File: src/rtl/cte_pkg.sv
`default_nettype none
package cte_pkg;
  // object dictionary indices of the entries kept here
  localparam logic [15:0] IDX_ERR_CLASS  = 16'h1001;
  localparam logic [15:0] IDX_MFR_STATUS = 16'h1002;
  localparam logic [15:0] IDX_MFR_MAP    = 16'h301F;
  localparam logic [15:0] IDX_TPDO2_COMM = 16'h1801;
  localparam logic [15:0] IDX_TPDO1_MAP  = 16'h1A00;
  localparam logic [15:0] IDX_TPDO2_MAP  = 16'h1A01;
  localparam logic [15:0] IDX_NMT_START  = 16'h1F80;
  // subindices of the transmit pdo communication record
  localparam logic [7:0]  SUB_TX_TYPE    = 8'h02;
  localparam logic [7:0]  SUB_INHIBIT    = 8'h03;
  localparam logic [7:0]  SUB_EVT_TIMER  = 8'h05;
  // error class bit positions
  localparam int ECB_GENERIC = 0;
  localparam int ECB_CURRENT = 1;
  localparam int ECB_VOLTAGE = 2;
  localparam int ECB_TEMP    = 3;
  localparam int ECB_COMM    = 4;
  localparam int ECB_PROFILE = 5;
  localparam int ECB_MFR     = 7;
  // manufacturer status bit positions
  localparam int MSB_XTILT_X = 0;
  localparam int MSB_XTILT_Y = 1;
  localparam int MSB_RANGE_X = 2;
  localparam int MSB_RANGE_Y = 3;
  localparam int MSB_T_LOW   = 4;
  localparam int MSB_T_HIGH  = 5;
  localparam int MSB_PWR_NOW = 6;
  localparam int MSB_PWR_MEM = 7;
  localparam int MSB_EEPROM  = 8;
  localparam int MSB_FLASH   = 9;
  localparam int MSB_SENSOR  = 10;
  localparam int MSB_WDOG    = 11;
  localparam int MSB_HANDLER = 12;
  // transmission type codes
  localparam logic [7:0]  TT_SYNC  = 8'h01;
  localparam logic [7:0]  TT_EVENT = 8'hFF;
  // reset values
  localparam logic [7:0]  RST_TX_TYPE    = 8'hFF;
  localparam logic [15:0] RST_INHIBIT    = 16'h0000;
  localparam logic [15:0] RST_EVT_TIMER  = 16'h0064;
  localparam logic [7:0]  RST_T1_CNT_1AX = 8'h01;
  localparam logic [7:0]  RST_T1_CNT_2AX = 8'h02;
  localparam logic [7:0]  RST_T2_CNT     = 8'h00;
  localparam logic [31:0] RST_T1_MAP1    = 32'h60100010;
  localparam logic [31:0] RST_T1_MAP2    = 32'h60200010;
  localparam logic [31:0] RST_T2_MAP1    = 32'h64010110;
  localparam logic [31:0] RST_T2_MAP2    = 32'h64010210;
  localparam logic [31:0] RST_T2_MAP3    = 32'h64010310;
  localparam logic [31:0] RST_ZERO32     = 32'h00000000;
  localparam logic [31:0] NMT_PREOP      = 32'h00000004;
  localparam logic [31:0] NMT_OPER       = 32'h00000000;
  // event timer tick: 1 ms at 200 MHz
  localparam int CLK_HZ       = 200000000;
  localparam int TICK_US      = 1000;
  localparam int TICK_CYCLES  = CLK_HZ / 1000000 * TICK_US;
  // inhibit time unit of 100 us
  localparam int INH_US       = 100;
  localparam int INH_CYCLES   = CLK_HZ / 1000000 * INH_US;
endpackage : cte_pkg
`default_nettype wire

File: src/rtl/cte_od_bank.sv
`default_nettype none
module cte_od_bank #(
  parameter bit DUAL_AXIS = 1'b1, // dual-axis model selects two mapped objects
  parameter bit RANGE_90  = 1'b1  // 90-degree model with out-of-range tilt
) (
  // clock and reset
  input  wire  logic        clk,
  input  wire  logic        sys_rst,
  // object dictionary access from the protocol stack
  input  wire  logic        od_wr,
  input  wire  logic        od_rd,
  input  wire  logic [15:0] od_index,
  input  wire  logic [7:0]  od_sub,
  input  wire  logic [31:0] od_wdata,
  output logic [31:0]       od_rdata,
  output logic              od_ack,
  output logic              od_abort,
  // raw fault inputs, levels
  input  wire  logic        lat_beyond_45,
  input  wire  logic        lon_beyond_45,
  input  wire  logic        lon_beyond_90,
  input  wire  logic        lat_beyond_90,
  input  wire  logic        temp_low,
  input  wire  logic        temp_high,
  input  wire  logic        power_fault,
  input  wire  logic        eeprom_fault,
  input  wire  logic        flash_fault,
  input  wire  logic        sensor_fault,
  input  wire  logic        watchdog_fault,
  input  wire  logic        handler_active,
  input  wire  logic        current_fault,
  input  wire  logic        comm_fault,
  input  wire  logic        profile_fault,
  // transmit triggers
  input  wire  logic        sync_rx,
  input  wire  logic        internal_event,
  // status outputs
  output logic [7:0]        err_class,
  output logic [31:0]       mfr_status,
  output logic              lon_axis_off,
  output logic              lat_axis_off,
  output logic              tpdo2_send,
  output logic              start_preop
);

  // access handshake in short: a request is a one-cycle pulse on od_wr or
  // od_rd, with index, subindex and write data valid at that same edge
  // the answer comes exactly one cycle later as an od_ack pulse, with
  // od_rdata and, for a refused access, od_abort beside it
  // nothing here is ever busy, so requests may follow back to back
  // limitation: settings live only in these flip-flops; keeping them over
  // a power cycle is the job of the store logic outside this block
  // the class byte and the status word are registered copies of the fault
  // inputs, one cycle behind them, and are never written over the bus

  // configuration entries
  // mapping tables are flip-flops indexed by subindex minus one
  logic [7:0]  tx_type_q;     // pdo2 transmission type
  logic [15:0] inhibit_q;     // pdo2 inhibit time, 100 us units
  logic [15:0] evt_timer_q;   // pdo2 event timer, ms
  logic [7:0]  t1_cnt_q;      // pdo1 mapping count
  logic [7:0]  t2_cnt_q;      // pdo2 mapping count
  logic [31:0] t1_map_q [4];  // pdo1 mapping entries
  logic [31:0] t2_map_q [4];  // pdo2 mapping entries
  logic [31:0] nmt_q;         // start-up selector
  logic        pwr_mem_q;     // memorised power fault
  logic [31:0] mfr_q;         // registered status word
  logic [7:0]  cls_q;         // registered class byte

  // timers
  logic [17:0] tick_cnt_q;    // cycles inside one ms
  logic [15:0] ms_cnt_q;      // elapsed ms of event period
  logic [15:0] inh_cnt_q;     // inhibit cycles left, 100 us units
  logic [15:0] inh_sub_q;     // cycles inside one inhibit unit
  logic        pend_q;        // transmission waiting for inhibit
  logic        send_q;        // one-cycle send pulse

  // combined next value of the status word
  logic [31:0] mfr_d;
  logic [7:0]  cls_d;
  logic        ms_tick;
  logic        timer_hit;

  // subindexes 1 to 4 address a mapping entry
  // subindex 0, the count, is decoded apart by every caller
  function automatic logic map_sub_ok(input logic [7:0] s);
    map_sub_ok = (s <= 8'h04);
  endfunction : map_sub_ok

  // fault word assembly; cross tilt and range cases follow the tilt inputs
  // a tilt past 45 degrees on one axis makes the other axis unusable, so
  // the cross tilt flag of that other axis is raised; on the 90-degree
  // model a single axis past range also raises the other axis' cross tilt
  always_comb begin
    mfr_d = 32'h00000000; // upper bits stay zero
    // longitudinal axis off because of lateral tilt
    mfr_d[cte_pkg::MSB_XTILT_X] = lat_beyond_45 |
                                  (RANGE_90 & lat_beyond_90 & ~lon_beyond_90);
    // lateral axis off because of longitudinal tilt
    mfr_d[cte_pkg::MSB_XTILT_Y] = lon_beyond_45 |
                                  (RANGE_90 & lon_beyond_90 & ~lat_beyond_90);
    mfr_d[cte_pkg::MSB_RANGE_X] = RANGE_90 & lon_beyond_90;
    mfr_d[cte_pkg::MSB_RANGE_Y] = RANGE_90 & lat_beyond_90;
    // both axes beyond range: only the range bits remain
    if (RANGE_90 && lon_beyond_90 && lat_beyond_90) begin
      mfr_d[cte_pkg::MSB_XTILT_X] = 1'b0;
      mfr_d[cte_pkg::MSB_XTILT_Y] = 1'b0;
    end
    // temperature, present power and internal faults are plain levels; the power memory bit holds
    mfr_d[cte_pkg::MSB_T_LOW]   = temp_low;
    mfr_d[cte_pkg::MSB_T_HIGH]  = temp_high;
    mfr_d[cte_pkg::MSB_PWR_NOW] = power_fault;
    mfr_d[cte_pkg::MSB_PWR_MEM] = pwr_mem_q | power_fault;
    mfr_d[cte_pkg::MSB_EEPROM]  = eeprom_fault;
    mfr_d[cte_pkg::MSB_FLASH]   = flash_fault;
    mfr_d[cte_pkg::MSB_SENSOR]  = sensor_fault;
    mfr_d[cte_pkg::MSB_WDOG]    = watchdog_fault;
    mfr_d[cte_pkg::MSB_HANDLER] = handler_active;
  end

  // class byte derived from the same faults; bit 6 is never driven
  // the maker class bit takes the next status word, so the class byte and
  // the status word change on the same edge and never disagree
  always_comb begin
    cls_d = 8'h00;
    cls_d[cte_pkg::ECB_CURRENT] = current_fault;
    cls_d[cte_pkg::ECB_VOLTAGE] = power_fault;
    cls_d[cte_pkg::ECB_TEMP]    = temp_low | temp_high;
    cls_d[cte_pkg::ECB_COMM]    = comm_fault;
    cls_d[cte_pkg::ECB_PROFILE] = profile_fault;
    cls_d[cte_pkg::ECB_MFR]     = |mfr_d;
    // the generic bit is worked out last so it sees every other class
    cls_d[cte_pkg::ECB_GENERIC] = |cls_d[7:1];
  end

  // status registers; the power memory clears only on reset
  // no bus write can clear the memory: a master that wants it gone must
  // reset the node, which is the point of a memorised fault
  always_ff @(posedge clk or posedge sys_rst) begin
    if (sys_rst) begin
      pwr_mem_q <= 1'b0;
      mfr_q     <= 32'h00000000;
      cls_q     <= 8'h00;
    end else begin
      pwr_mem_q <= pwr_mem_q | power_fault;
      mfr_q     <= mfr_d;
      cls_q     <= cls_d;
    end
  end

  // configuration writes; read-only entries and unknown slots refuse
  // the write lands at the request edge; its answer follows a cycle later
  // no range check on written codes: choosing legal values is the master's
  always_ff @(posedge clk or posedge sys_rst) begin
    if (sys_rst) begin
      tx_type_q   <= cte_pkg::RST_TX_TYPE;
      inhibit_q   <= cte_pkg::RST_INHIBIT;
      evt_timer_q <= cte_pkg::RST_EVT_TIMER;
      t1_cnt_q    <= DUAL_AXIS ? cte_pkg::RST_T1_CNT_2AX : cte_pkg::RST_T1_CNT_1AX;
      t1_map_q[0] <= cte_pkg::RST_T1_MAP1;
      t1_map_q[1] <= cte_pkg::RST_T1_MAP2;
      t1_map_q[2] <= cte_pkg::RST_ZERO32;
      t1_map_q[3] <= cte_pkg::RST_ZERO32;
      t2_cnt_q    <= cte_pkg::RST_T2_CNT;
      t2_map_q[0] <= cte_pkg::RST_T2_MAP1;
      t2_map_q[1] <= cte_pkg::RST_T2_MAP2;
      t2_map_q[2] <= cte_pkg::RST_T2_MAP3;
      t2_map_q[3] <= cte_pkg::RST_ZERO32;
      nmt_q       <= cte_pkg::NMT_OPER;
    end else if (od_wr) begin
      case (od_index)
        // transmit pdo2 communication record; other subindexes are not kept
        cte_pkg::IDX_TPDO2_COMM: begin
          if (od_sub == cte_pkg::SUB_TX_TYPE)   tx_type_q   <= od_wdata[7:0];
          if (od_sub == cte_pkg::SUB_INHIBIT)   inhibit_q   <= od_wdata[15:0];
          if (od_sub == cte_pkg::SUB_EVT_TIMER) evt_timer_q <= od_wdata[15:0];
        end
        // mapping tables: subindex 0 is the count, 1 to 4 the entries
        cte_pkg::IDX_TPDO1_MAP: begin
          if (od_sub == 8'h00) t1_cnt_q <= od_wdata[7:0];
          else if (map_sub_ok(od_sub)) t1_map_q[od_sub[1:0] - 2'h1] <= od_wdata;
        end
        // second table, same layout
        cte_pkg::IDX_TPDO2_MAP: begin
          if (od_sub == 8'h00) t2_cnt_q <= od_wdata[7:0];
          else if (map_sub_ok(od_sub)) t2_map_q[od_sub[1:0] - 2'h1] <= od_wdata;
        end
        // start-up selector has a single subindex
        cte_pkg::IDX_NMT_START: begin
          if (od_sub == 8'h00) nmt_q <= od_wdata;
        end
        default: begin
          // read-only and unknown entries: nothing is stored
        end
      endcase
    end
  end

  // answer decode, registered; unknown entries abort, master must avoid them
  // a refusal is only ever flagged beside an acknowledge, never when idle
  // read data follows the index even without a request; only ack qualifies it
  always_ff @(posedge clk or posedge sys_rst) begin
    if (sys_rst) begin
      od_rdata <= 32'h00000000;
      od_ack   <= 1'b0;
      od_abort <= 1'b0;
    end else begin
      od_ack   <= od_rd | od_wr;
      od_abort <= 1'b0;
      od_rdata <= 32'h00000000;
      case (od_index)
        // class byte: read-only, single subindex
        cte_pkg::IDX_ERR_CLASS: begin
          od_rdata <= {24'h000000, cls_q};
          od_abort <= od_wr | (od_rd & (od_sub != 8'h00));
        end
        // status word, at its own index and at the mapping object
        cte_pkg::IDX_MFR_STATUS, cte_pkg::IDX_MFR_MAP: begin
          od_rdata <= mfr_q;
          od_abort <= od_wr | (od_rd & (od_sub != 8'h00));
        end
        // transmit pdo2 communication record
        cte_pkg::IDX_TPDO2_COMM: begin
          case (od_sub)
            cte_pkg::SUB_TX_TYPE:   od_rdata <= {24'h000000, tx_type_q};
            cte_pkg::SUB_INHIBIT:   od_rdata <= {16'h0000, inhibit_q};
            cte_pkg::SUB_EVT_TIMER: od_rdata <= {16'h0000, evt_timer_q};
            default:                od_abort <= od_rd | od_wr;
          endcase
        end
        // first mapping table
        cte_pkg::IDX_TPDO1_MAP: begin
          if (od_sub == 8'h00) od_rdata <= {24'h000000, t1_cnt_q};
          else if (map_sub_ok(od_sub)) od_rdata <= t1_map_q[od_sub[1:0] - 2'h1];
          else od_abort <= od_rd | od_wr;
        end
        // second mapping table
        cte_pkg::IDX_TPDO2_MAP: begin
          if (od_sub == 8'h00) od_rdata <= {24'h000000, t2_cnt_q};
          else if (map_sub_ok(od_sub)) od_rdata <= t2_map_q[od_sub[1:0] - 2'h1];
          else od_abort <= od_rd | od_wr;
        end
        // start-up selector
        cte_pkg::IDX_NMT_START: begin
          od_rdata <= nmt_q;
          od_abort <= (od_rd | od_wr) & (od_sub != 8'h00);
        end
        // anything else is refused
        default: od_abort <= od_rd | od_wr;
      endcase
    end
  end

  // ms tick divider, free running
  // at 200 MHz one ms needs two hundred thousand cycles, hence 18 bits
  // limitation: the divider is not restarted by a timer write, so the first
  // period after a change may come up to one ms short of its setting
  assign ms_tick = (tick_cnt_q == 18'(cte_pkg::TICK_CYCLES - 1));
  always_ff @(posedge clk or posedge sys_rst) begin
    if (sys_rst) tick_cnt_q <= 18'h00000;
    else if (ms_tick) tick_cnt_q <= 18'h00000;
    else tick_cnt_q <= tick_cnt_q + 18'h00001;
  end

  // event period counter; zero period disables timed sends
  // a period written at or below the elapsed count fires at the next tick
  assign timer_hit = ms_tick && (evt_timer_q != 16'h0000) &&
                     (ms_cnt_q + 16'h0001 >= evt_timer_q);
  always_ff @(posedge clk or posedge sys_rst) begin
    if (sys_rst) ms_cnt_q <= 16'h0000;
    else if (evt_timer_q == 16'h0000 || timer_hit) ms_cnt_q <= 16'h0000;
    else if (ms_tick) ms_cnt_q <= ms_cnt_q + 16'h0001;
  end

  // send request: sync in sync mode, event or timer in event mode;
  // held pending while inhibit runs, and a trigger while unmapped leaves nothing pending
  always_ff @(posedge clk or posedge sys_rst) begin
    if (sys_rst) begin
      pend_q    <= 1'b0;
      send_q    <= 1'b0;
      inh_cnt_q <= 16'h0000;
      inh_sub_q <= 16'h0000;
    end else begin
      send_q <= 1'b0;
      // inhibit countdown in 100 us units; a pending request waits for zero
      if (inh_cnt_q != 16'h0000) begin
        if (inh_sub_q == 16'(cte_pkg::INH_CYCLES - 1)) begin
          inh_sub_q <= 16'h0000;
          inh_cnt_q <= inh_cnt_q - 16'h0001;
        end else begin
          // still inside the current inhibit unit
          inh_sub_q <= inh_sub_q + 16'h0001;
        end
      end else if (pend_q) begin
        // send now and start the inhibit time from the stored setting
        send_q    <= 1'b1;
        pend_q    <= 1'b0;
        inh_cnt_q <= inhibit_q;
        inh_sub_q <= 16'h0000;
      end
      // a trigger in the cycle of a send must not be lost, so the set
      // stands last and wins over the clear above
      // type 01h answers sync, type FFh events and the timer
      if ((tx_type_q == cte_pkg::TT_SYNC && sync_rx) ||
          (tx_type_q == cte_pkg::TT_EVENT && (internal_event || timer_hit))) begin
        pend_q <= (t2_cnt_q != 8'h00);
      end
    end
  end

  // outputs
  assign err_class    = cls_q;
  assign mfr_status   = mfr_q;
  // the axis-off flags are the cross tilt bits themselves
  assign lon_axis_off = mfr_q[cte_pkg::MSB_XTILT_X];
  assign lat_axis_off = mfr_q[cte_pkg::MSB_XTILT_Y];
  assign tpdo2_send   = send_q;
  // only the pre-operational code asks for a pre-operational start
  assign start_preop  = (nmt_q == cte_pkg::NMT_PREOP);

endmodule : cte_od_bank
`default_nettype wire

File: config.mk
export PLATFORM = sky130hd
export DESIGN_NAME = cte_od_bank
export DESIGN_NICKNAME = d
export VERILOG_FILES = /design/src/rtl/cte_pkg.sv /design/src/rtl/cte_od_bank.sv
export SDC_FILE = /design/constraint.sdc
export NUM_CORES = 1
export LEC_CHECK = 0
export BUFFER_PORTS_ARGS = -buffer_cell sky130_fd_sc_hd__buf_2
export CAP_MARGIN = 30
export CORE_MARGIN = 4
export CORE_UTILIZATION = 60
export CTS_CLUSTER_DIAMETER = 40
export DETAILED_ROUTE_END_ITERATION = 6
export PLACE_DENSITY = 0.79
export SLEW_MARGIN = 5
export SYNTH_ARGS = -nofsm -noshare
export SYNTH_HDL_FRONTEND = slang
export SYNTH_SLANG_ARGS = --single-unit
File: constraint.sdc
create_clock -name clk -period 17.31 [get_ports clk]
set_input_delay 1.731 -clock clk [delete_from_list [all_inputs] [get_ports clk]]
set_output_delay 1.731 -clock clk [all_outputs]
set_load 0.01 [all_outputs]
# Word-level counts from Yosys, hierarchy flattened
# Index checks and enable logic that the tools add are counted.
[classes]
n_addsub = 5
n_lt_le_gt_ge = 4
n_eq_ne = 17
mux = 34
n_bitwise = 14
n_reduce_logical = 32
[op_table]
columns = ["operator", "count"]
rows = [
  ["$mux W32", 9],
  ["$bwmux W128", 2],
  ["$pmux W32 S6", 1],
  ["$bmux W32 S2", 2],
  ["$mux W16", 8],
  ["$eq A16 B13 Y1 const B", 6],
  ["$demux W32 S2", 1],
  ["$pmux W16 S3", 1],
  ["$add A16 B1 Y16 const B", 2],
  ["$eq A32 B3 Y1 const B", 1],
  ["$reduce_bool A16 Y1", 2],
  ["$add A18 B1 Y18 const B", 1],
  ["$eq A18 B18 Y1 const B", 1],
  ["$mux W18", 1],
  ["$reduce_and A3 Y1", 6],
  ["$reduce_or A17 Y1", 1],
  ["$eq A16 B14 Y1 const B", 1],
  ["$eq A16 B15 Y1 const B", 1],
  ["$eq A8 B2 Y1 const B", 2],
  ["$ge A16 B16 Y1", 1],
  ["$logic_not A16 Y1", 1],
  ["$reduce_bool A8 Y1", 2],
  ["$sub A16 B1 Y16 const B", 1],
  ["$reduce_or A13 Y1", 1],
  ["other kinds (23)", 51],
]
[word_totals]
register_bits = 467
inputBits = 77
out_inout_bits = 78

# Longest topological paths before layout
[depth]
ltp_word = 8
depth_mapped = 12
ltp_nobuf = 11

# Worst setup path before layout
# Ideal clock, no wire load.
[synth_timing]
path_kind = "input -> register"
startpoint = "input port od_sub[0]"
endpoint = "register od_rdata[21]"
t_arrival_ps = 4683
setup_slack_ps = 12492
cell_stages = 12
cell_sequence = "buf_2 > buf_2 > buf_2 > inv_1 > ha_1 > buf_2 > buf_2 > buf_1 > clkbuf_1 > mux4_2 > mux2i_1 > o21ai_0"
[synth_between]
elab_chain_cells = 8
elab_cells_between_ends = 15
[synth_lines]
columns = ["element", "line_no", "rtl"]
rows = [
  ["start, declared", "cte_od_bank.sv:13", "input wire logic [7:0] od_sub,"],
  ["$sub A2 B1 Y2", "cte_od_bank.sv:234, cte_od_bank.sv:240", ""],
  ["$not A2 Y3 (implied by the code)", "cte_od_bank.sv:234, cte_od_bank.sv:240", ""],
  ["$bmux W32 S2 (on tied branches)", "cte_od_bank.sv:240, cte_od_bank.sv:234", ""],
  ["$mux W32 (on tied branches) (3 in a row)", "cte_od_bank.sv:240, cte_od_bank.sv:234", ""],
  ["$mux W32 (on tied branches)", "cte_od_bank.sv:239, cte_od_bank.sv:233", ""],
  ["$pmux W32 S6 (*)", "cte_od_bank.sv:211", "case (od_index)"],
  ["end signal, assigned", "cte_od_bank.sv:214", "od_rdata <= {24'h000000, cls_q};"],
  ["end signal, assigned", "cte_od_bank.sv:239", "if (od_sub == 8'h00) od_rdata <= {24'h000000, t2_cnt_q};"],
  ["end signal, assigned", "cte_od_bank.sv:240", "else if (map_sub_ok(od_sub)) od_rdata <= t2_map_q[od_sub[1:0] - 2'h1];"],
  ["end, declared", "cte_od_bank.sv:15", "output logic [31:0] od_rdata,"],
]
# Mark *: on every way between the ends. The rest lies on a longest branch, timed or not. The select of a mux whose other input is x is not followed.
# A chain may end at the register's enable or synchronous reset.

# Worst setup path in the final report
[layout_timing]
startpoint = "input port od_sub[0]"
endpoint = "register od_rdata[1]"
# The elaborated chain is that of the path after synthesis.

==> summary.txt <==
Run status
  • Outcome: complete, no violations

GRT
  • Initial antenna violation count: 3
  • Largest net degree at the start of global routing: 134
  • First-pass GRT wire length: 90700 µm
  • GR Overflow Total: 0
  • Vias in the first global route: 16009
  • Total Routing Usage GR: 28.3%

Setup path
  • Worst-path fanout max: 55
  • Crit path kind: input pin to flip-flop
  • CP endpoint kind: flip-flop
  • Arrival time at the worst endpoint: 4.72 ns
  • Worst r2r dst: ms_cnt_q[8]
  • Launching point of the worst reg2reg path: ms_cnt_q[0]
  • Startpoint type of the worst setup path: input pin
  • Worst EP required: 17.74 ns
  • R2R setup slack: 13.84 ns
  • R2R cell count: 11

Drt
  • DR vias/cell: 6.49
  • Drt first pass iters: 6
  • Iter 0 DRT Violations: 1219
  • Vias after detailed routing: 15182
  • Final ANT Viol Nets: 0
  • Overall routed net length: 57400 µm
  • DRC viols: 0
  • Drt wl/cell: 24.5 µm

CTS
  • TritonCTS Buffers: 59
  • Clock slew seen by the registers of the worst setup and hold paths: 0.06 ns
  • Clock Path Buffers: 3
  • Clock Sinks: 465
  • Worst skew pair latency: 0.63 ns
  • Post-cts resize count: 0
  • Setup repair bufs after CTS: 0
  • Max H-tree Level: 2
  • Post-CTS Hold Buffers: 0
  • CTS tree: yes
  • CTS Root Cell: clkbuf_16

Synthesis
  • Seq/Total Area, Yosys: 52.6%
  • Main combinational cell family by area after synthesis: multiplexers
  • Multiplexer area fraction after synthesis: 26.5%
  • Top cells by area, synth: dfrtp_1 48%, mux2_1 15%, mux4_2 6.5%
  • Post-Syn Area: 22200 µm²
  • Share of Yosys cell area claimed by the top area cell type: 47.9%
  • Post-synthesis xor/xnor area fraction: 0.906%
  • Compound-gate portion of the synthesized area: 6.12%
  • Synth Register Bits: 465
  • Post-synth top flop: dfrtp_1
  • Synthesized instance count: 1706
  • Post-synth EDFFs: 0
  • Dominant cell type by area after synthesis: dfrtp_1
  • Most common cell in the synthesized netlist: dfrtp_1
  • Asr flop ratio synth: 100%
  • Post-synthesis simple-gate area fraction: 8.96%
  • Post-synth cell types: 74
  • Syn avg cell area: 13.0 µm²
  • Adder-cell share of the synthesized area: 1.46%
  • Post-synth top cells: 426 x dfrtp_1, 289 x mux2_1, 92 x nand2_1, 64 x mux2_2, 64 x mux4_2
  • Yosys warning count: 0

Floorplan
  • Core ar.: 36600 µm²
  • Core Rows: 70
  • Die footprint: 40200 µm²
  • Chip height: 201 µm
  • Top Ports: 155
  • Chip Width: 201 µm
  • Initial Utilization: 60.7%

Timing
  • Worst relative slew slack: 39.5%
  • WHS: 0.485 ns
  • Max Freq: 233 MHz
  • Clock Skews: 0.0225 ns
  • Final period util: 24.8%
  • Max-slew violation count: 0
  • RSZ-0062 raised after global routing: no
  • Minimum clock period: 4.30 ns
  • Setup TNS: 0 ns
  • Final Hold Viols: 0
  • Slew @ Worst Pin: 0.907 ns
  • Final setup viols: 0

Worst hold path
  • Worst Hold End: tick_cnt_q[0]
  • Hold Crit Class: flip-flop to flip-flop
  • Hold Startpoint: tick_cnt_q[0]
  • Worst hold path depth: 1

Placement
  • Dpl cell area: 23300 µm²
  • Port Buffers: 134
  • GP Congestion: 0.870
  • Final HPWL DP: 37800 µm

Flow run
  • Max-Cap Viols: 0

Power
  • PD cells: 95.1 nW/µm²
  • Pleak: 12.5 nW
  • VDD IR max: 0.0721 mV

Finish
  • P&R area growth vs syn: 14.4%
  • Layout Nets: 1921
  • Post-route cell area: 25400 µm²
  • Fillers: 2470
  • Fin util: 69.5%
  • Share of cells above drive strength 1: 25.6%
[flip-flops by register name, indices dropped and copies added (netlist names)]
register / flops
t1_map_q: 128
t2_map_q: 128
nmt_q: 32
od_rdata: 32
tick_cnt_q: 18
evt_timer_q: 16
inh_cnt_q: 16
inh_sub_q: 16
inhibit_q: 16
ms_cnt_q: 16
mfr_status: 12
t1_cnt_q: 8
t2_cnt_q: 8
tx_type_q: 8
err_class: 7
od_abort: 1
od_ack: 1
pend_q: 1
tpdo2_send: 1
[worst max path at each step]
stage                     startpoint           end  slack (ns)
after floorplan              sys_rst  err_class[0]        2.68
after detailed placement   od_sub[0]   od_rdata[1]       12.38
after global placement     od_sub[0]  t2_map_q[51]       12.38
after CTS                  od_sub[0]   od_rdata[1]       13.01
after global routing       od_sub[0]   od_rdata[7]       12.83
final                      od_sub[0]   od_rdata[1]       13.01
[cell families after synthesis]
kind of cell             after synthesis
AND/OR/NAND/NOR                      361
XOR/XNOR                              23
flip-flops                           465
adder cells (fa/ha/maj)               26
buffers and inverters                171
other                                  1
multiplexers                         459
AO/OA/AOI/OAI                        200
[worst max-delay path, cell delays in order]
cell and delay (ns):
buf_4 0.36, inv_1 0.16, ha_2 0.54, buf_4 0.71, mux4_2 0.45, mux2_2 0.28, a221oi_1 0.22, o311ai_0 0.23
[cells in the final DEF (no fill, tap or decap), drive strengths merged, types with 12 or more instances in the layout]
cell type / synthesis / final
a221oi: 16 / 16
nand2: 92 / 92
xnor2: 12 / 12
clkbuf: 50 / 73
mux4: 64 / 64
nor4: 31 / 31
mux2i: 31 / 31
inv: 39 / 51
a21oi: 31 / 31
nor2: 43 / 43
buf: 82 / 164
and3: 13 / 13
and2: 14 / 14
dfstp: 39 / 39
mux2: 364 / 364
clkinv: 0 / 16
o21ai: 65 / 65
nand4: 32 / 32
conb: 1 / 20
dfrtp: 426 / 426
nand3: 46 / 46
or3: 12 / 12
ha: 26 / 26
nor3: 14 / 14
[layout make-up]
class	instances	area [µm²]	area share (%)
antenna	1	2.50	0.00984
clock buffer	73	1610	6.33
clock inverter	39	407	1.60
inverter	39	154	0.605
multi-input combinational	1089	9880	38.9
sequential	465	11700	46.0
tap	468	586	2.30
timing repair buffer	164	1100	4.35
[power by group]
| part | switching, mW | internal (mW) | total, mW |
|---|---|---|---|
| Clock | 0.509 | 0.721 | 1.23 |
| Sequential | 0.00253 | 1.09 | 1.09 |
| Combinational | 0.0698 | 0.0264 | 0.0962 |
[routing by layer]
metal	routed length (µm)	global-route usage (%)
met1	23200	37.4
met2	27800	46.3
met3	4020	5.74
met4	2370	12.2
met5	13	0
[per-stage QoR]
step / std cells / setup slack (ns) / power, mW
finish: 2338 / 13.01 / 2.42
global route: 2338 / 12.83 / 2.49
CTS: 2333 / 13.01 / 2.43
detailed placement: 2221 / 12.38 / 1.21
global placement: 2211 / 12.38 / 1.20
floorplan: 1725 / 2.68 / 1.17
(Power assumes the default switching activity.)
